===== src/design/fca_defines.svh =====
`ifndef FCA_DEFINES_SVH
`define FCA_DEFINES_SVH
`define FCA_DW           32
`define FCA_AW           8
`define FCA_FIFO_DEPTH   4
`define FCA_ROI_WORDS    8
`define FCA_ADR_CTRL     8'h00
`define FCA_ADR_SEL      8'h04
`define FCA_ADR_EN       8'h08
`define FCA_ADR_SLOT     8'h0C
`define FCA_ADR_CLR_ORG  8'h10
`define FCA_ADR_CLR_CMD  8'h14
`define FCA_ADR_FCNT     8'h18
`define FCA_ADR_PAYLOAD  8'h1C
`define FCA_ADR_ROI      8'h20
`define FCA_ADR_ROI_END  8'h3C
`define FCA_ADR_TCNT     8'h40
`define FCA_SEL_FCNT     2'h1
`define FCA_SLOT_SECOND  2'h2
`define FCA_EVT_FBEGIN   2'h1
`define FCA_CNT_ZERO     32'h0000_0000
`define FCA_CNT_ONE      32'h0000_0001
`endif


===== src/design/fca_pkg.sv =====
package fca_pkg;
    typedef enum logic [1:0] {
        FCA_ORG_OFF,
        FCA_ORG_LINE1,
        FCA_ORG_LINE2,
        FCA_ORG_SW
    } fca_clr_origin_t;
    typedef enum logic [1:0] {
        FCA_ST_PASS,
        FCA_ST_EXT,
        FCA_ST_FCNT
    } fca_state_t;
endpackage : fca_pkg


===== src/design/fca_top.sv =====
// Local design decisions: the address map and register access over APB.
`include "fca_defines.svh"

module fca_fifo #(
    parameter int W = 32,
    parameter int D = 4
) (
    input  wire logic         clk_sys,
    input  wire logic         sys_rst,
    input  wire logic         wr_valid,
    output logic              wr_ready,
    input  wire logic [W-1:0] wr_data,
    output logic              rd_valid,
    input  wire logic         rd_ready,
    output logic [W-1:0]      rd_data
);
    localparam int PW = $clog2(D);
    logic [W-1:0] mem [D];
    logic [PW-1:0] wp_r;
    logic [PW-1:0] rp_r;
    logic [PW:0]   cnt_r;
    logic          push;
    logic          pop;

    function automatic logic [PW-1:0] bump(input logic [PW-1:0] p);
        bump = (p == PW'(D - 1)) ? '0 : p + 1'b1;
    endfunction : bump

    assign wr_ready = (cnt_r != (PW+1)'(D));
    assign rd_valid = (cnt_r != '0);
    assign rd_data  = mem[rp_r];
    assign push     = wr_valid && wr_ready;
    assign pop      = rd_valid && rd_ready;

    always_ff @(posedge clk_sys) begin
        if (push) begin
            mem[wp_r] <= wr_data;
        end
    end

    always_ff @(posedge clk_sys or posedge sys_rst) begin
        if (sys_rst) begin
            wp_r  <= '0;
            rp_r  <= '0;
            cnt_r <= '0;
        end else begin
            if (push) begin
                wp_r <= bump(wp_r);
            end
            if (pop) begin
                rp_r <= bump(rp_r);
            end
            if (push && !pop) begin
                cnt_r <= cnt_r + 1'b1;
            end else if (pop && !push) begin
                cnt_r <= cnt_r - 1'b1;
            end
        end
    end
endmodule : fca_fifo

module fca_top
    import fca_pkg::*;
(
    input  wire logic                clk_sys,
    input  wire logic                sys_rst,
    input  wire logic                psel,
    input  wire logic                penable,
    input  wire logic                pwrite,
    input  wire logic [`FCA_AW-1:0]  paddr,
    input  wire logic [`FCA_DW-1:0]  pwdata,
    output logic                     pready,
    output logic [`FCA_DW-1:0]       prdata,
    output logic                     pslverr,
    input  wire logic                in_valid,
    output logic                     in_ready,
    input  wire logic [`FCA_DW-1:0]  in_data,
    input  wire logic                in_last,
    output logic                     out_valid,
    input  wire logic                out_ready,
    output logic [`FCA_DW-1:0]       out_data,
    output logic                     out_last,
    input  wire logic                trig_in,
    input  wire logic                line1_in,
    input  wire logic                line2_in,
    output logic                     payload_kind
);
    logic                    master_r;
    logic                    fcnt_en_r;
    logic [1:0]              chunk_sel_r;
    logic [1:0]              slot_r;
    logic [1:0]              evt_r;
    fca_clr_origin_t         org_r;
    logic [`FCA_DW-1:0]      roi_r [`FCA_ROI_WORDS];
    logic [`FCA_DW-1:0]      fcnt_r;
    logic [`FCA_DW-1:0]      fsnap_r;
    logic [`FCA_DW-1:0]      tcnt_r;
    logic                    sw_clr_r;
    logic [2:0]              l1_r;
    logic [2:0]              l2_r;
    logic                    trig_q_r;
    logic                    sof_r;
    fca_state_t              st_r;
    logic [2:0]              idx_r;
    logic                    wr_acc;
    logic                    line_clr;
    logic                    frame_go;
    logic                    push_valid;
    logic                    push_ready;
    logic [`FCA_DW:0]        push_word;
    logic [`FCA_DW:0]        pop_word;
    logic [`FCA_DW-1:0]      rd_mux;
    logic                    rd_err;
    logic                    fifo_rd_valid;
    logic                    fifo_rd_ready;

    function automatic logic roi_hit(input logic [`FCA_AW-1:0] a);
        roi_hit = (a >= `FCA_ADR_ROI) && (a <= `FCA_ADR_ROI_END);
    endfunction : roi_hit

    function automatic logic [2:0] roi_idx(input logic [`FCA_AW-1:0] a);
        logic [`FCA_AW-1:0] d;
        d = a - `FCA_ADR_ROI;
        roi_idx = d[4:2];
    endfunction : roi_idx

    assign wr_acc = psel && penable && pready && pwrite;

    // read mux, resolved in the setup cycle and registered for the access phase
    always_comb begin
        rd_mux = '0;
        rd_err = 1'b0;
        if (paddr == `FCA_ADR_CTRL) begin
            rd_mux[0] = master_r;
        end else if (paddr == `FCA_ADR_SEL) begin
            rd_mux[1:0] = chunk_sel_r;
        end else if (paddr == `FCA_ADR_EN) begin
            rd_mux[0] = (chunk_sel_r == `FCA_SEL_FCNT) ? fcnt_en_r : master_r;
        end else if (paddr == `FCA_ADR_SLOT) begin
            rd_mux[3:0] = {evt_r, slot_r};
        end else if (paddr == `FCA_ADR_CLR_ORG) begin
            rd_mux[1:0] = org_r;
        end else if (paddr == `FCA_ADR_CLR_CMD) begin
            rd_mux = '0;
        end else if (paddr == `FCA_ADR_FCNT) begin
            rd_mux = fcnt_r;
        end else if (paddr == `FCA_ADR_PAYLOAD) begin
            rd_mux[0] = master_r;
        end else if (roi_hit(paddr)) begin
            rd_mux = roi_r[roi_idx(paddr)];
        end else if (paddr == `FCA_ADR_TCNT) begin
            rd_mux = tcnt_r;
        end else begin
            rd_err = 1'b1;
        end
    end

    always_ff @(posedge clk_sys or posedge sys_rst) begin
        if (sys_rst) begin
            pready  <= 1'b0;
            prdata  <= '0;
            pslverr <= 1'b0;
        end else begin
            pready  <= psel && !penable;
            pslverr <= psel && !penable && rd_err;
            if (psel && !penable && !pwrite) begin
                prdata <= rd_mux;
            end
        end
    end

    // chunk mode control
    always_ff @(posedge clk_sys or posedge sys_rst) begin
        if (sys_rst) begin
            master_r    <= 1'b0;
            fcnt_en_r   <= 1'b0;
            chunk_sel_r <= '0;
        end else if (wr_acc) begin
            if (paddr == `FCA_ADR_CTRL) begin
                master_r <= pwdata[0];
                if (!pwdata[0]) begin
                    fcnt_en_r <= 1'b0;
                end
            end else if (paddr == `FCA_ADR_SEL) begin
                chunk_sel_r <= pwdata[1:0];
            end else if (paddr == `FCA_ADR_EN) begin
                if (master_r && chunk_sel_r == `FCA_SEL_FCNT) begin
                    fcnt_en_r <= pwdata[0];
                end
            end
        end
    end

    always_ff @(posedge clk_sys or posedge sys_rst) begin
        if (sys_rst) begin
            payload_kind <= 1'b0;
        end else begin
            payload_kind <= master_r;
        end
    end

    always_ff @(posedge clk_sys or posedge sys_rst) begin
        if (sys_rst) begin
            for (int i = 0; i < `FCA_ROI_WORDS; i++) begin
                roi_r[i] <= '0;
            end
        end else if (wr_acc && roi_hit(paddr)) begin
            roi_r[roi_idx(paddr)] <= pwdata;
        end
    end

    // counter slot and clear origin
    always_ff @(posedge clk_sys or posedge sys_rst) begin
        if (sys_rst) begin
            slot_r   <= '0;
            evt_r    <= '0;
            org_r    <= FCA_ORG_OFF;
            sw_clr_r <= 1'b0;
        end else begin
            sw_clr_r <= 1'b0;
            if (wr_acc && paddr == `FCA_ADR_SLOT) begin
                slot_r <= pwdata[1:0];
                evt_r  <= pwdata[3:2];
            end
            // origin belongs to the frame counter slot only
            if (wr_acc && paddr == `FCA_ADR_CLR_ORG &&
                slot_r == `FCA_SLOT_SECOND && evt_r == `FCA_EVT_FBEGIN) begin
                org_r <= fca_clr_origin_t'(pwdata[1:0]);
            end
            if (wr_acc && paddr == `FCA_ADR_CLR_CMD && pwdata[0]) begin
                sw_clr_r <= (org_r == FCA_ORG_SW);
            end
        end
    end

    // line inputs: two-flop sync then edge stage
    always_ff @(posedge clk_sys or posedge sys_rst) begin
        if (sys_rst) begin
            l1_r <= '0;
            l2_r <= '0;
        end else begin
            l1_r <= {l1_r[1:0], line1_in};
            l2_r <= {l2_r[1:0], line2_in};
        end
    end

    assign line_clr = (org_r == FCA_ORG_LINE1 && l1_r[1] && !l1_r[2]) ||
                      (org_r == FCA_ORG_LINE2 && l2_r[1] && !l2_r[2]);

    // frame begins with the first accepted word after reset or a last word
    assign frame_go = (st_r == FCA_ST_PASS) && in_valid && in_ready && sof_r;

    always_ff @(posedge clk_sys or posedge sys_rst) begin
        if (sys_rst) begin
            fcnt_r  <= `FCA_CNT_ZERO;
            fsnap_r <= `FCA_CNT_ZERO;
        end else begin
            if (frame_go) begin
                fsnap_r <= fcnt_r;
            end
            if (line_clr || sw_clr_r) begin
                fcnt_r <= `FCA_CNT_ZERO;
            end else if (frame_go) begin
                // counts at frame start, so frames lost later still use a number
                fcnt_r <= fcnt_r + `FCA_CNT_ONE;
            end
        end
    end

    // trigger counter reads one after its first trigger
    always_ff @(posedge clk_sys or posedge sys_rst) begin
        if (sys_rst) begin
            trig_q_r <= 1'b0;
            tcnt_r   <= `FCA_CNT_ZERO;
        end else begin
            trig_q_r <= trig_in;
            if (trig_in && !trig_q_r) begin
                tcnt_r <= tcnt_r + `FCA_CNT_ONE;
            end
        end
    end

    // framer: pass image, then append chunk words
    always_comb begin
        push_valid = 1'b0;
        push_word  = '0;
        in_ready   = 1'b0;
        case (st_r)
            FCA_ST_PASS: begin
                push_valid = in_valid;
                in_ready   = push_ready;
                push_word  = {in_last && !master_r, in_data};
            end
            FCA_ST_EXT: begin
                push_valid = 1'b1;
                push_word  = {idx_r == 3'(`FCA_ROI_WORDS - 1) && !fcnt_en_r, roi_r[idx_r]};
            end
            FCA_ST_FCNT: begin
                push_valid = 1'b1;
                push_word  = {1'b1, fsnap_r};
            end
            default: begin
                push_valid = 1'b0;
            end
        endcase
    end

    always_ff @(posedge clk_sys or posedge sys_rst) begin
        if (sys_rst) begin
            st_r  <= FCA_ST_PASS;
            idx_r <= '0;
            sof_r <= 1'b1;
        end else begin
            case (st_r)
                FCA_ST_PASS: begin
                    if (in_valid && in_ready) begin
                        sof_r <= in_last;
                        if (in_last && master_r) begin
                            st_r  <= FCA_ST_EXT;
                            idx_r <= '0;
                        end
                    end
                end
                FCA_ST_EXT: begin
                    if (push_ready) begin
                        idx_r <= idx_r + 1'b1;
                        if (idx_r == 3'(`FCA_ROI_WORDS - 1)) begin
                            st_r <= fcnt_en_r ? FCA_ST_FCNT : FCA_ST_PASS;
                        end
                    end
                end
                FCA_ST_FCNT: begin
                    if (push_ready) begin
                        st_r <= FCA_ST_PASS;
                    end
                end
                default: begin
                    st_r <= FCA_ST_PASS;
                end
            endcase
        end
    end

    fca_fifo #(
        .W (`FCA_DW + 1),
        .D (`FCA_FIFO_DEPTH)
    ) fca_fifo_i (
        .clk_sys  (clk_sys),
        .sys_rst  (sys_rst),
        .wr_valid (push_valid),
        .wr_ready (push_ready),
        .wr_data  (push_word),
        .rd_valid (fifo_rd_valid),
        .rd_ready (fifo_rd_ready),
        .rd_data  (pop_word)
    );

    assign fifo_rd_ready = !out_valid || out_ready;

    // output stage keeps the stream pins on flops; the fifo refills it as the host takes words
    always_ff @(posedge clk_sys or posedge sys_rst) begin
        if (sys_rst) begin
            out_valid <= 1'b0;
            out_data  <= '0;
            out_last  <= 1'b0;
        end else begin
            if (fifo_rd_valid && fifo_rd_ready) begin
                out_valid <= 1'b1;
                out_data  <= pop_word[`FCA_DW-1:0];
                out_last  <= pop_word[`FCA_DW];
            end else if (out_ready) begin
                out_valid <= 1'b0;
            end
        end
    end
endmodule : fca_top


===== config.mk =====
export PLATFORM = sky130hd
export DESIGN_NAME = fca_top
export DESIGN_NICKNAME = d
export VERILOG_FILES = /design/src/design/fca_pkg.sv /design/src/design/fca_top.sv
export VERILOG_INCLUDE_DIRS = /design/src /design/src/design
export SDC_FILE = /design/constraint.sdc
export NUM_CORES = 1
export LEC_CHECK = 0
export BUFFER_PORTS_ARGS = -buffer_cell sky130_fd_sc_hd__buf_2
export CAP_MARGIN = 0
export CORE_ASPECT_RATIO = 0.75
export CORE_MARGIN = 2
export CORE_UTILIZATION = 26
export DETAILED_ROUTE_END_ITERATION = 7
export PLACE_DENSITY = 0.47
export SYNTH_ARGS = -nofsm -noshare
export SYNTH_HDL_FRONTEND = slang
export SYNTH_SLANG_ARGS = --single-unit

===== constraint.sdc =====
create_clock -name clk_sys -period 19 [get_ports clk_sys]
set_clock_uncertainty 0.05 [all_clocks]
set_input_delay 3.8 -clock clk_sys [delete_from_list [all_inputs] [get_ports clk_sys]]
set_output_delay 3.8 -clock clk_sys [all_outputs]
set_load 0.01 [all_outputs]

======== Yosys cells after proc, flatten, opt, wreduce, memory -nomap -nowiden ========
Memories as Yosys holds them, arrays and structs flattened. A register that Yosys moved wholly into a read port is not among the register bits.
Cells that the tools add are included.
word-level totals
  RAM bits ................................ 132
  memories kept ........................... 1
  input bits .............................. 83
  register bits after elaboration ......... 419
  output and inout bits ................... 70
memories
  memory          words  width  rd ports  clocked after memory_dff  wr ports  line           RTL
  fca_fifo_i.mem  4      33     1         1                         1         fca_top.sv:18  logic [W-1:0] mem [D];
cells by class
  reduce and logical (&&, ||, !) cells .... 61
  $lt $le $gt $ge ......................... 5
  $add $sub $neg .......................... 8
  multiplexer cells ....................... 75
  equality and inequality tests ........... 27
  bitwise operators ....................... 3
operator list
  operator                                                                              count
  32-bit 2-to-1 mux                                                                     16
  256-bit bitwise mux                                                                   1
  32-bit binary-select mux with 3-bit select                                            2
  30-bit 2-to-1 mux                                                                     6
  33-bit one-hot mux with 3 select lines                                                1
  32-bit demux with 3-bit select                                                        1
  31-bit 2-to-1 mux                                                                     3
  32-bit by 1-bit adder with 32-bit output (second input constant)                      2
  8-bit by 5-bit == test with 1-bit output (second input constant)                      4
  1-bit logical AND                                                                     32
  28-bit 2-to-1 mux                                                                     1
  1-bit 2-to-1 mux                                                                      25
  2-bit 2-to-1 mux                                                                      10
  8-bit by 4-bit == test with 1-bit output (second input constant)                      2
  3-bit 2-to-1 mux                                                                      5
  2-bit == test (second input constant)                                                 6
  2-bit nonzero test                                                                    6
  1-bit logical NOT                                                                     10
  5-bit AND reduction                                                                   2
  2-bit by 1-bit == test with 1-bit output (second input constant)                      4
  8-bit by 3-bit == test with 1-bit output (second input constant)                      1
  8-bit by 7-bit == test with 1-bit output (second input constant)                      1
  4-bit greater-or-equal comparator (second input constant)                             2
  8-bit by 6-bit greater-or-equal comparator with 1-bit output (second input constant)  1
  other kinds (24)                                                                      35

======== Logic depth before layout (Yosys ltp) ========
Gate-level depths: netlist (run 1).
  word-level depth ........................ 23
  gate-level depth with buffers ........... 11
  gate-level depth less buffers ........... 11

======== Modules after synthesis ========
From an unflattened synthesis (run 1), not the netlist that was laid out.
unflattened totals
  cell total of the unflattened synthesis .. 2019
  area, all modules ....................... 27824.2 um^2
modules (own cells, without submodules)
  module    area an instance (um^2)  cells each  sequential area each (um^2)  instances
  fca_top   22566.6                  1808        11136.9                      1
  fca_fifo  5257.5                   211         4139.0                       1

======== Least setup slack after synthesis (run 1) ========
OpenSTA, ideal clock, no wires.
  path kind ............................... input port to flip-flop
  from .................................... input out_ready
  to ...................................... register fca_fifo_i.cnt_r[1]
  stages on the path ...................... 8
  setup time .............................. 125 ps
  slack ................................... 13156 ps
  path buffers ............................ 1
  arrival time ............................ 5669 ps
  cell sequence ........................... inv_1 -> a21oi_1 -> clkbuf_1 -> inv_1 -> ha_1 -> inv_1 -> fa_1 -> mux2_2
between the ends
  cells in the longest elaborated chain, start to end .. 5
RTL lines
  item                                                    line            RTL
  start: declaration                                      fca_top.sv:80   input wire logic out_ready,
  1-bit logical OR *                                      fca_top.sv:358  assign fifo_rd_ready = !out_valid || out_ready;
  1-bit logical AND *                                     fca_top.sv:33   assign pop = rd_valid && rd_ready;
  1-bit logical NOT                                       fca_top.sv:53   if (push && !pop) begin
  1-bit logical AND                                       fca_top.sv:53
  3-bit 2-to-1 mux or 2-bit nonzero test (tied branches)  n/a
  end signal: assignment                                  fca_top.sv:54   cnt_r <= cnt_r + 1'b1;
  end signal: assignment                                  fca_top.sv:56   cnt_r <= cnt_r - 1'b1;
  end: declaration                                        fca_top.sv:21   logic [PW:0] cnt_r;
Every way passes the cells marked *; elsewhere a longest branch is shown, timed or not.
A chain may end at the register's enable or synchronous reset.

======== Worst setup path in the final report (run 1) ========
  from .................................... input paddr[3]
  to ...................................... register roi_r[38] (netlist bit)
between the ends
  cells in the longest elaborated chain, start to end .. 7
RTL lines
  item                                                                                                                              line            RTL
  start: declaration                                                                                                                fca_top.sv:70   input wire logic [`FCA_AW-1:0] paddr,
  5-bit by 1-bit subtractor with 5-bit output (no source line)                                                                      n/a
  3-bit inverter with 4-bit output (implied by the code)                                                                            fca_top.sv:208  roi_r[roi_idx(paddr)] <= pwdata;
  4-bit greater-or-equal comparator (implied by the code) or 4-bit by 1-bit less-than comparator with 1-bit output (tied branches)  fca_top.sv:208
  1-bit logical AND (implied by the code)                                                                                           fca_top.sv:208
  32-bit 2-to-1 mux (implied by the code)                                                                                           fca_top.sv:208
  32-bit demux with 3-bit select                                                                                                    fca_top.sv:208
  256-bit bitwise mux                                                                                                               fca_top.sv:208
  end signal: indexed assignment                                                                                                    fca_top.sv:208
  end: declaration                                                                                                                  fca_top.sv:94   logic [`FCA_DW-1:0] roi_r [`FCA_ROI_WORDS];
Several ways; a longest one is shown, not always the timed one.

==> summary.txt, run 1 <==
Run status
  • Outcome: complete, but fails checks
  • Failing checks: design-rule violations

Setup path
  • Critical path's slowest cell: nand3_4
  • Crit path buf inv count: 2
  • Worst r2r src: idx_r[0]$_DFFE_PP0P_
  • Critical path's most frequent cell: buf_4
  • WP data required: 19.47 ns
  • RR Endpoint: fca_fifo_i.mem[3][29]$_DFFE_PP_
  • Reg2reg path depth: 5
  • CP Max Fanout: 55
  • Worst-path cell chain: buf_4 -> buf_4 -> nand3_4 -> mux2_2
  • Setup Crit Path Kind: in2reg
  • CP Data Arrival Time: 6.68 ns
  • R2r setup slk: 15.54 ns
  • CP max stage delay: 0.93 ns
  • Crit-path leading delay family: buffers and inverters
  • CP Launch Type: primary input
  • Critical Path End Type: flop

Logic synthesis
  • EDFF count, synth: 132
  • Mapped Cells: 1,904
  • Dominant synthesized flop cell: dfrtp_1
  • #FFs+latches synth: 584
  • Post-synthesis instance area: 27,800 µm²
  • Synth top area share: 0.407
  • Distinct cells, synth: 61
  • Share of flip-flops with an asynchronous set or reset: 0.774
  • Syn_area_per_cell: 14.6 µm²
  • Syn_nets: 2,002
  • Synth area leaders: dfrtp_1 41%, mux2_2 16%, edfxtp_1 14%
  • Yosys warning total: 0
  • Area leader, netlist: dfrtp_1
  • Sequential element share of the synthesized area: 0.550

Clocking
  • TritonCTS buffer count: 60
  • # Post-CTS Setup Buffers: 0
  • Post-CTS sizing: 0
  • Hold-fix buffers, CTS: 0
  • Reg clk slew, reported paths: 0.06 ns
  • H-tree depth: 2
  • CTS tree: yes
  • Root Buffer: clkbuf_16
  • Worst skew pair latency: 0.64 ns
  • TritonCTS Sinks: 584
  • CTS max path bufs: 3

Floorplan
  • Core area: 106,000 µm²
  • DIE AREA: 109,000 µm²
  • Die width: 381 µm
  • Io pins: 153
  • Die Y: 287 µm
  • Initial core utilization: 0.263
  • FP Rows: 103

Layout
  • Area grow syn2layout: 15.3%
  • Nets@finish: 2,107
  • Commonest non-fill, non-tap cell in the layout: dfrtp_1
  • Fin area: 32,000 µm²
  • Commonest non-fill, non-tap cells in the layout: 448 x dfrtp_1, 386 x mux2_2, 161 x mux4_2
  • Share of layout cells above drive strength 1: 0.414

Drt
  • Vias: 17,400
  • WL final: 85,500 µm
  • Initial DRC count: 1,669
  • Routed vias/inst: 5.00
  • Drt wl/cell: 24.6 µm
  • 1st-pass router iterations: 8
  • Residual DRC count: 3
  • Routed Antenna Nets: 0

GRT
  • GRT Overall Usage: 0.156
  • Grt ovf: 0
  • First-pass GRT wire length: 127,000 µm
  • Initial antenna violation count: 19
  • Pin count of the biggest net entering global routing: 161
  • Vias in the first global route: 18,000

STA
  • RSZ-0062 raised after global routing: false
  • Fmax: 161 MHz
  • Sum Neg Setup Slack: 0 ns
  • Final Max Slew Viols: 0
  • Slew margin rel.: 0.232
  • Final setup fails: 0
  • Final hold violation count: 0
  • Crit path time final: 6.22 ns
  • Worst-Margin Slew: 1.15 ns
  • Part of the cycle the worst path needs: 0.327

Run
  • # Max-Cap Violations: 0

Placement
  • HPWL Detailed: 57,900 µm
  • Routability Congestion: 0.851
  • Area after DPL: 30,000 µm²
  • Port bufs: 152

Worst hold path
  • Worst hold path class: reg2reg
  • Min-Delay Endpoint: l1_r[1]$_DFF_PP0_
  • Hold_sp: l1_r[0]$_DFF_PP0_
  • Hold Path Cell Cnt: 0

Power and ir drop
  • PwrDens: 112 nW/µm²
  • Peak VDD IR: 0.0740 mV
  • Leak Pwr: 0.0137 µW
[cell type report]
cell class / count / area (µm²)
tap: 1417 / 1770
clock inverter: 19 / 230
sequential: 584 / 15300
timing repair buffer: 184 / 1020
clock buffer: 91 / 1730
antenna: 3 / 7.51
multi-input combinational: 1156 / 11900
inverter: 23 / 93.8
fill: 10500 / 73600
[power breakdown]
group / total [µW] / internal, µW / switching, µW
sequential: 1610 / 1500 / 117
combinational: 760 / 333 / 427
clock: 1200 / 692 / 509
[sequential cells by signal (all words and copies together), names as in the netlist, 3 cells and up]
name	flops
l1_r	3
l2_r	3
tcnt_r	32
idx_r	3
out_data	32
fca_fifo_i.cnt_r	3
roi_r	256
fsnap_r	32
fca_fifo_i.mem	132
fcnt_r	32
prdata	32
[kinds of logic after synthesis]
| kind of cell | after synthesis | synth area share |
|---|---|---|
| compound gates | 166 | 0.0421 |
| xor+xnor | 61 | 0.0192 |
| fa+ha+maj | 15 | 0.00703 |
| buf+inv | 164 | 0.0254 |
| flops | 584 | 0.550 |
| mux | 560 | 0.292 |
| simple gates | 354 | 0.0636 |
[layer usage]
metal / track usage / part of all wire
met1: 0.228 / 0.47
met2: 0.231 / 0.44
met3: 0.0366 / 0.069
met4: 0.0369 / 0.022
met5: 0 / 0.0011
[how the worst max path moves through the flow]
stage / startpoint / end / cells past startpoint
finish: paddr[3] / roi_r[38]$_DFFE_PP0P_ / 4
global route: paddr[2] / prdata[9]$_DFFE_PP0P_ / 6
CTS: paddr[2] / prdata[10]$_DFFE_PP0P_ / 6
detailed placement: paddr[3] / roi_r[168]$_DFFE_PP0P_ / 4
global placement: paddr[2] / prdata[12]$_DFFE_PP0P_ / 7
floorplan: sys_rst / chunk_sel_r[0]$_DFFE_PP0P_ / 1
[cells in the mapped netlist (6+ instances only)]
library cell,count
and2_1,11
edfxtp_1,132
mux2i_1,6
nand4_1,19
inv_1,23
a221oi_1,29
buf_1,11
nand3_1,22
and3_1,12
o21ai_0,46
ha_1,14
nor3_1,18
o21ai_1,28
mux2_2,386
nand2_1,79
buf_2,54
mux2_1,7
a21oi_1,9
clkbuf_1,71
a222oi_1,34
and4_1,8
dfrtp_1,451
nor4_2,12
mux4_2,161
xnor2_1,50
nor2_1,141
xor2_1,11
[metrics by stage]
stage                     cells  hold slack, ns  power, µW  setup WS (ns)  utilization
final                      3477           0.303       3570          12.78        0.303
after global placement     3364           0.301       2390          12.17        0.284
after floorplan            1904           0.281       2140           2.55            -
after global routing       3475           0.308       3750          12.67        0.303
after CTS                  3474           0.300       3630          12.83        0.303
after detailed placement   3364           0.295       2420          12.14        0.284
Power figures use the tool's default switching activity.
==> run 2, diff against run 1 <==
Clock period 19 ns to 6.26 ns, I/O delays scaled along.
==> run 2 against run 1 <==
  * The run now ends clean
  * Die area did not move
  * Design area rose by 0.76%
  * Cell count rose by 0.26%
  * Critical path depth rose by 1
  * Sequential share of layout area fell by 0.36 points
  * First-iteration DRC count fell by 4.7%
  * Global-route usage rose by 0.19 points
  * Clock-buffer cell count rose by 9
  * Combinational power rose to 3.0 times the previous value
  * Total power rose to 3.1 times the previous value
  * Register-to-register slack got worse by 13 ns
  * Largest power group unchanged
==> summary.txt, run 2 (same netlist as run 1, synthesis figures left out) <==
Placement
  • HPWL Detailed: 60,300 µm (was 57,900 µm)
  • Port bufs: 152 (unchanged)
  • Routability Congestion: 0.855 (was 0.851)
  • Dpl ws: 2.11 ns (was 12.14 ns)
  • Placed instance count: 3,364 (unchanged)

Layout
  • Area grow syn2layout: 16.1% (was 15.3%)
  • Footprint of the multi-input gates: 11,900 µm² (about the same)
  • Final non-filler cell total: 3,486 (was 3,477)
  • Leading registers by flop count: roi_r x256, fca_fifo_i.mem x132 (unchanged)
  • Largest reg by FF count: roi_r (unchanged)
  • Nets@finish: 2,113 (was 2,107)
  • Share of layout cells above drive strength 1: 0.419 (was 0.414)
  • Commonest non-fill, non-tap cell in the layout: dfrtp_1 (unchanged)
  • Commonest non-fill, non-tap cells in the layout: 447 x dfrtp_1, 386 x mux2_2, 161 x mux4_2 (was 448 x dfrtp_1, 386 x mux2_2, 161 x mux4_2)
  • FILL cells: 10,400 (was 10,500)
  • Register cell area after layout: 15,300 µm² (about the same)
  • Max reg flops: 256 (unchanged)

Power and ir drop
  • PwrDens: 345 nW/µm² (was 112 nW/µm²)
  • Part of the power in registers: 0.445 (was 0.451)
  • Clock network fraction of total power: 0.351 (was 0.336)
  • Internal: 7870 µW (was 2520 µW)
  • Leak Pwr: 0.0138 µW (was 0.0137 µW)
  • Gate power share: 0.204 (was 0.213)
  • Power Total: 11,100 µW (was 3570 µW)
  • Peak VDD IR: 0.171 mV (was 0.0740 mV)
  • Sw Ratio: 0.292 (was 0.295)
  • NetSw: 3240 µW (was 1050 µW)

STA
  • Worst-Margin Slew: 1.25 ns (was 1.15 ns)
  • Final setup fails: 0 (unchanged)
  • Fin worst setup slack: 2.36 ns (was 12.78 ns)
  • RSZ-0062 raised after global routing: false (unchanged)
  • Final hold violation count: 0 (unchanged)
  • Final Max Slew Viols: 0 (unchanged)
  • Fmax: 256 MHz
  • Hold_ws: 0.305 ns (was 0.303 ns)
  • Crit path time final: 3.90 ns
  • Part of the cycle the worst path needs: 0.624
  • Slew margin rel.: 0.165 (was 0.232)

Clocking
  • Post-CTS sizing: 0 (unchanged)
  • CTS max path bufs: 3 (unchanged)
  • CTS tree: yes (unchanged)
  • H-tree depth: 3 (was 2)
  • Root Buffer: clkbuf_16 (unchanged)
  • TritonCTS buffer count: 66 (was 60)
  • TritonCTS Sinks: 584 (unchanged)
  • Worst skew pair latency: 0.61 ns (was 0.64 ns)
  • Reg clk slew, reported paths: 0.06 ns (about the same)
  • Hold-fix buffers, CTS: 0 (unchanged)
  • # Post-CTS Setup Buffers: 0 (unchanged)

Setup path
  • Worst-path cell chain: inv_1 -> ha_1 -> buf_4 -> and2_1 -> buf_2 (was buf_4 -> buf_4 -> nand3_4 -> mux2_2)
  • CP Max Fanout: 22 (was 55)
  • Critical path's slowest cell: ha_1 (was nand3_4)
  • CP Launch Type: flop (was primary input)
  • CP max stage delay: 0.74 ns (was 0.93 ns)
  • Critical Path End Type: primary output (was flop)
  • Setup Crit Path Kind: reg2out (was in2reg)
  • CP Data Arrival Time: 2.60 ns (was 6.68 ns)
  • WP data required: 4.96 ns (was 19.47 ns)
  • Reg2reg path depth: 12 (was 5)

Drt
  • Routed Antenna Nets: 0 (unchanged)
  • Initial DRC count: 1,591 (was 1,669)
  • Routed vias/inst: 5.04 (was 5.00)
  • Vias: 17,600 (was 17,400)
  • 1st-pass router iterations: 8 (unchanged)
  • Residual DRC count: 0 (was 3)
  • WL final: 86,800 µm (was 85,500 µm)
  • Drt wl/cell: 24.9 µm (was 24.6 µm)

GRT
  • Vias in the first global route: 18,000 (about the same)
  • Pin count of the biggest net entering global routing: 169 (was 161)
  • GRT Overall Usage: 0.157 (was 0.156)
  • Initial antenna violation count: 17 (was 19)
  • Grt ovf: 0 (unchanged)
  • First-pass GRT wire length: 127,000 µm (about the same)

Floorplan
  • DIE AREA: 109,000 µm² (unchanged)
  • Die width: 381 µm (unchanged)
  • Initial core utilization: 0.263 (unchanged)
  • Core area: 106,000 µm² (unchanged)
  • Io pins: 153 (unchanged)
  • Die Y: 287 µm (unchanged)
  • FP Rows: 103 (unchanged)

Worst hold path
  • Worst hold path class: reg2reg (unchanged)
  • Hold Path Cell Cnt: 0 (unchanged)

Run status
  • Outcome: finished clean (was complete, but fails checks)

Run
  • # Max-Cap Violations: 0 (unchanged)
-- run 2: per-stage QoR --
step	util	TNS [ns]	cell area [µm²]
after global placement	0.285	0	30100
after detailed placement	0.285	0	30100
final	0.305	0	32200
after CTS	0.305	0	32200
after global routing	0.305	0	32200
after floorplan	-	-520.58	27800
-- run 2: layout make-up --
type                    instances  share of cell area
well taps                    1417              0.0550
diodes                          5            0.000388
flip-flops and latches        584               0.474
inverters                      23             0.00279
clock buffers                 100              0.0616
multi-input cells            1156               0.368
clock inverters                17             0.00574
repair buffers                184              0.0325
-- run 2: critical path: cells and delay by family, from the launching register on --
kind          cells  cell delay, ns
buf+inv           3            0.64
flops             1            0.41
simple gates      1            0.20
fa+ha+maj         1            0.74
-- run 2: worst paths after layout --
path	from	endpoint	slack [ns]
setup / recovery	st_r[1]$_DFFE_PP0P_	in_ready	2.36
hold / removal	l2_r[0]$_DFF_PP0_	l2_r[1]$_DFF_PP0_	0.30
setup reg to reg	st_r[1]$_DFFE_PP0P_	fca_fifo_i.cnt_r[2]$_DFFE_PP0P_	2.53
hold reg to reg	l2_r[0]$_DFF_PP0_	l2_r[1]$_DFF_PP0_	0.30
max in group asynchronous	sys_rst	roi_r[252]$_DFFE_PP0P_	4.06
min in group asynchronous	sys_rst	roi_r[132]$_DFFE_PP0P_	0.71
-- run 2: power groups by stage --
| stage | Clock (µW) | Combinational [µW] | Sequential [µW] |
|---|---|---|---|
| 6_report | 3900 | 2270 | 4950 |
| 5_1_grt | 4180 | 2480 | 5010 |
| 4_1_cts | 4010 | 2320 | 4950 |
| 3_5_place_dp | 0 | 2320 | 5020 |
| 3_3_place_gp | 0 | 2270 | 4990 |
| 2_1_floorplan | 0 | 1650 | 4840 |
-- run 2: metal layers --
metal / global-route usage / share of wire
met5: 0 / 0.00061
met4: 0.0355 / 0.021
met2: 0.233 / 0.44
met1: 0.228 / 0.47
met3: 0.0433 / 0.072
==> run 3, diff against run 2 <==
Clock period 6.26 ns to 4.1 ns, I/O delays scaled along.
==> run 3 against run 2 <==
  * Design area grew 1.4%
  * Cell count grew 0.77%
  * Critical path depth grew 7
  * Sequential power grew 53%
  * Die area is the same
  * Via count shrank 0.60%
  * Register-to-register slack lost 1.5 ns
  * First-iteration DRC count shrank 1.9%
  * Total power grew 56%
  * Clock power grew 61%
==> summary.txt, run 3 (same netlist as run 1, synthesis figures left out) <==
Setup path
  • CP max stage delay: 0.42 ns (was 0.74 ns)
  • CP Launch Type: flop (unchanged)
  • CP Data Arrival Time: 3.57 ns (was 2.60 ns)
  • Critical Path End Type: flop (was primary output)
  • Reg2reg path depth: 12 (unchanged)
  • Critical path's slowest cell: nor2_1 (was ha_1)
  • WP data required: 4.57 ns (was 4.96 ns)
  • Worst-path cell chain: inv_1 -> ha_1 -> buf_4 -> and2_1 -> o21ai_0 -> nor2_1 -> ha_1 -> inv_1 -> fa_1 -> xor2_1 -> nor2_1 -> xor2_1 (was inv_1 -> ha_1 -> buf_4 -> and2_1 -> buf_2)
  • CP Max Fanout: 26 (was 22)
  • Setup Crit Path Kind: reg2reg (was reg2out)

Drt
  • Routed Antenna Nets: 0 (unchanged)
  • WL final: 87,000 µm (was 86,800 µm)
  • Initial DRC count: 1,561 (was 1,591)
  • Residual DRC count: 0 (unchanged)
  • Vias: 17,500 (was 17,600)
  • 1st-pass router iterations: 6 (was 8)
  • Routed vias/inst: 4.97 (was 5.04)
  • Drt wl/cell: 24.8 µm (was 24.9 µm)

Layout
  • Area grow syn2layout: 17.7% (was 16.1%)
  • Share of layout cells above drive strength 1: 0.427 (was 0.419)
  • Max reg flops: 256 (unchanged)
  • Leading registers by flop count: roi_r x256, fca_fifo_i.mem x132 (unchanged)
  • FILL cells: 10,300 (was 10,400)
  • Nets@finish: 2,139 (was 2,113)
  • Final non-filler cell total: 3,513 (was 3,486)
  • Util after Layout: 0.310 (was 0.305)
  • Fin area: 32,700 µm² (was 32,200 µm²)
  • Largest reg by FF count: roi_r (unchanged)
  • Commonest non-fill, non-tap cells in the layout: 447 x dfrtp_1, 386 x mux2_2, 161 x mux4_2 (unchanged)
  • Commonest non-fill, non-tap cell in the layout: dfrtp_1 (unchanged)

STA
  • Worst-Margin Slew: 1.25 ns (about the same)
  • Final hold violation count: 0 (unchanged)
  • Crit path time final: 3.10 ns
  • Final setup fails: 0 (unchanged)
  • Hold_ws: 0.302 ns (was 0.305 ns)
  • Fmax: 323 MHz
  • Slew margin rel.: 0.168 (was 0.165)
  • RSZ-0062 raised after global routing: false (unchanged)
  • Final Max Slew Viols: 0 (unchanged)
  • Part of the cycle the worst path needs: 0.755

GRT
  • Initial antenna violation count: 18 (was 17)
  • Grt ovf: 0 (unchanged)
  • Pin count of the biggest net entering global routing: 111 (was 169)
  • Vias in the first global route: 17,900 (was 18,000)
  • First-pass GRT wire length: 128,000 µm (was 127,000 µm)
  • GRT Overall Usage: 0.159 (was 0.157)

Worst hold path
  • Worst hold path class: in2reg (was reg2reg)
  • Hold Path Cell Cnt: 1 (was 0)

Power and ir drop
  • Peak VDD IR: 0.251 mV (was 0.171 mV)
  • PwrDens: 531 nW/µm² (was 345 nW/µm²)
  • Leak Pwr: 0.0140 µW (was 0.0138 µW)
  • Power Total: 17,300 µW (was 11,100 µW)

Placement
  • Port bufs: 152 (unchanged)
  • HPWL Detailed: 61,200 µm (was 60,300 µm)
  • Placed instance count: 3,390 (was 3,364)
  • Area after DPL: 30,400 µm² (was 30,100 µm²)
  • Routability Congestion: 0.867 (was 0.855)

Clocking
  • Worst skew pair latency: 0.61 ns (about the same)
  • H-tree depth: 3 (unchanged)
  • TritonCTS buffer count: 66 (unchanged)
  • CTS tree: yes (unchanged)
  • CTS max path bufs: 3 (unchanged)
  • Reg clk slew, reported paths: 0.06 ns (about the same)
  • Root Buffer: clkbuf_16 (unchanged)
  • TritonCTS Sinks: 584 (unchanged)
  • Post-CTS sizing: 0 (unchanged)
  • # Post-CTS Setup Buffers: 0 (unchanged)
  • Hold-fix buffers, CTS: 0 (unchanged)

Floorplan
  • Io pins: 153 (unchanged)
  • FP Rows: 103 (unchanged)
  • Core area: 106,000 µm² (unchanged)
  • Initial core utilization: 0.263 (unchanged)
  • Die Y: 287 µm (unchanged)
  • DIE AREA: 109,000 µm² (unchanged)
  • Die width: 381 µm (unchanged)

Run status
  • Outcome: finished clean (unchanged)

Run
  • # Max-Cap Violations: 0 (unchanged)
run 3: cell types whose count changed in the layout (fill, tap and decap cells not counted), moves of 2 or more:
cell / previous run / this run
buf_12: 3 / 16
buf_4: 30 / 43
bufinv_16: 3 / 8
clkbuf_1: 18 / 16
clkbuf_16: 70 / 68
clkbuf_8: 12 / 16
clkinvlp_4: 5 / 1
nand3_2: 0 / 4
nand3_4: 4 / 0
run 3: critical path, delay by kind of cell, from the launching register on:
| kind | cells | cell delay (ns) |
|---|---|---|
| buffers and inverters | 3 | 0.49 |
| AND/OR/NAND/NOR | 3 | 0.78 |
| adder cells (fa/ha/maj) | 3 | 0.84 |
| flip-flops | 1 | 0.40 |
| XOR/XNOR | 2 | 0.34 |
| AO/OA/AOI/OAI | 1 | 0.09 |
run 3: cell type report:
class | count | area (µm²) | share of cell area
multi-input cells | 1156 | 11800 | 0.362
clock inverters | 19 | 309 | 0.00946
clock buffers | 100 | 1980 | 0.0607
inverters | 23 | 90.1 | 0.00276
well taps | 1417 | 1770 | 0.0543
repair buffers | 210 | 1410 | 0.0430
diodes | 4 | 10.0 | 0.000306
flip-flops and latches | 584 | 15300 | 0.468
run 3: path summary, 6_finish.rpt:
check	startpoint	endpoint	slack [ns]
max	st_r[1]$_DFFE_PP0P_	fca_fifo_i.cnt_r[2]$_DFFE_PP0P_	1.00
min	line1_in	l1_r[0]$_DFF_PP0_	0.30
min reg2reg	l1_r[0]$_DFF_PP0_	l1_r[1]$_DFF_PP0_	0.32
max reg2reg	st_r[1]$_DFFE_PP0P_	fca_fifo_i.cnt_r[2]$_DFFE_PP0P_	1.00
max in group asynchronous	sys_rst	tcnt_r[31]$_DFFE_PP0P_	2.60
min in group asynchronous	sys_rst	roi_r[191]$_DFFE_PP0P_	0.34
run 3: layer usage:
| layer | wire, µm | GRT usage | vias up |
|---|---|---|---|
| met5 | 107 | 0 | - |
| met4 | 2450 | 0.0463 | 16 |
| met3 | 5880 | 0.0434 | 133 |
| met2 | 37500 | 0.229 | 480 |
| met1 | 41100 | 0.231 | 9331 |
| li1 | - | - | 7516 |
run 3: power by group:
group / internal, µW / switching (µW) / leakage [µW]
logic: 1610 / 1900 / 0.00552
registers: 6930 / 628 / 0.00737
clock network: 3840 / 2440 / 0.00113
run 3: metrics by stage:
stage          TNS (ns)  worst slack [ns]
2_1_floorplan  -1301.09             -2.88
3_3_place_gp          0             0.865
3_5_place_dp          0             0.891
4_1_cts               0             0.954
5_1_grt               0             0.676
6_report              0              1.00
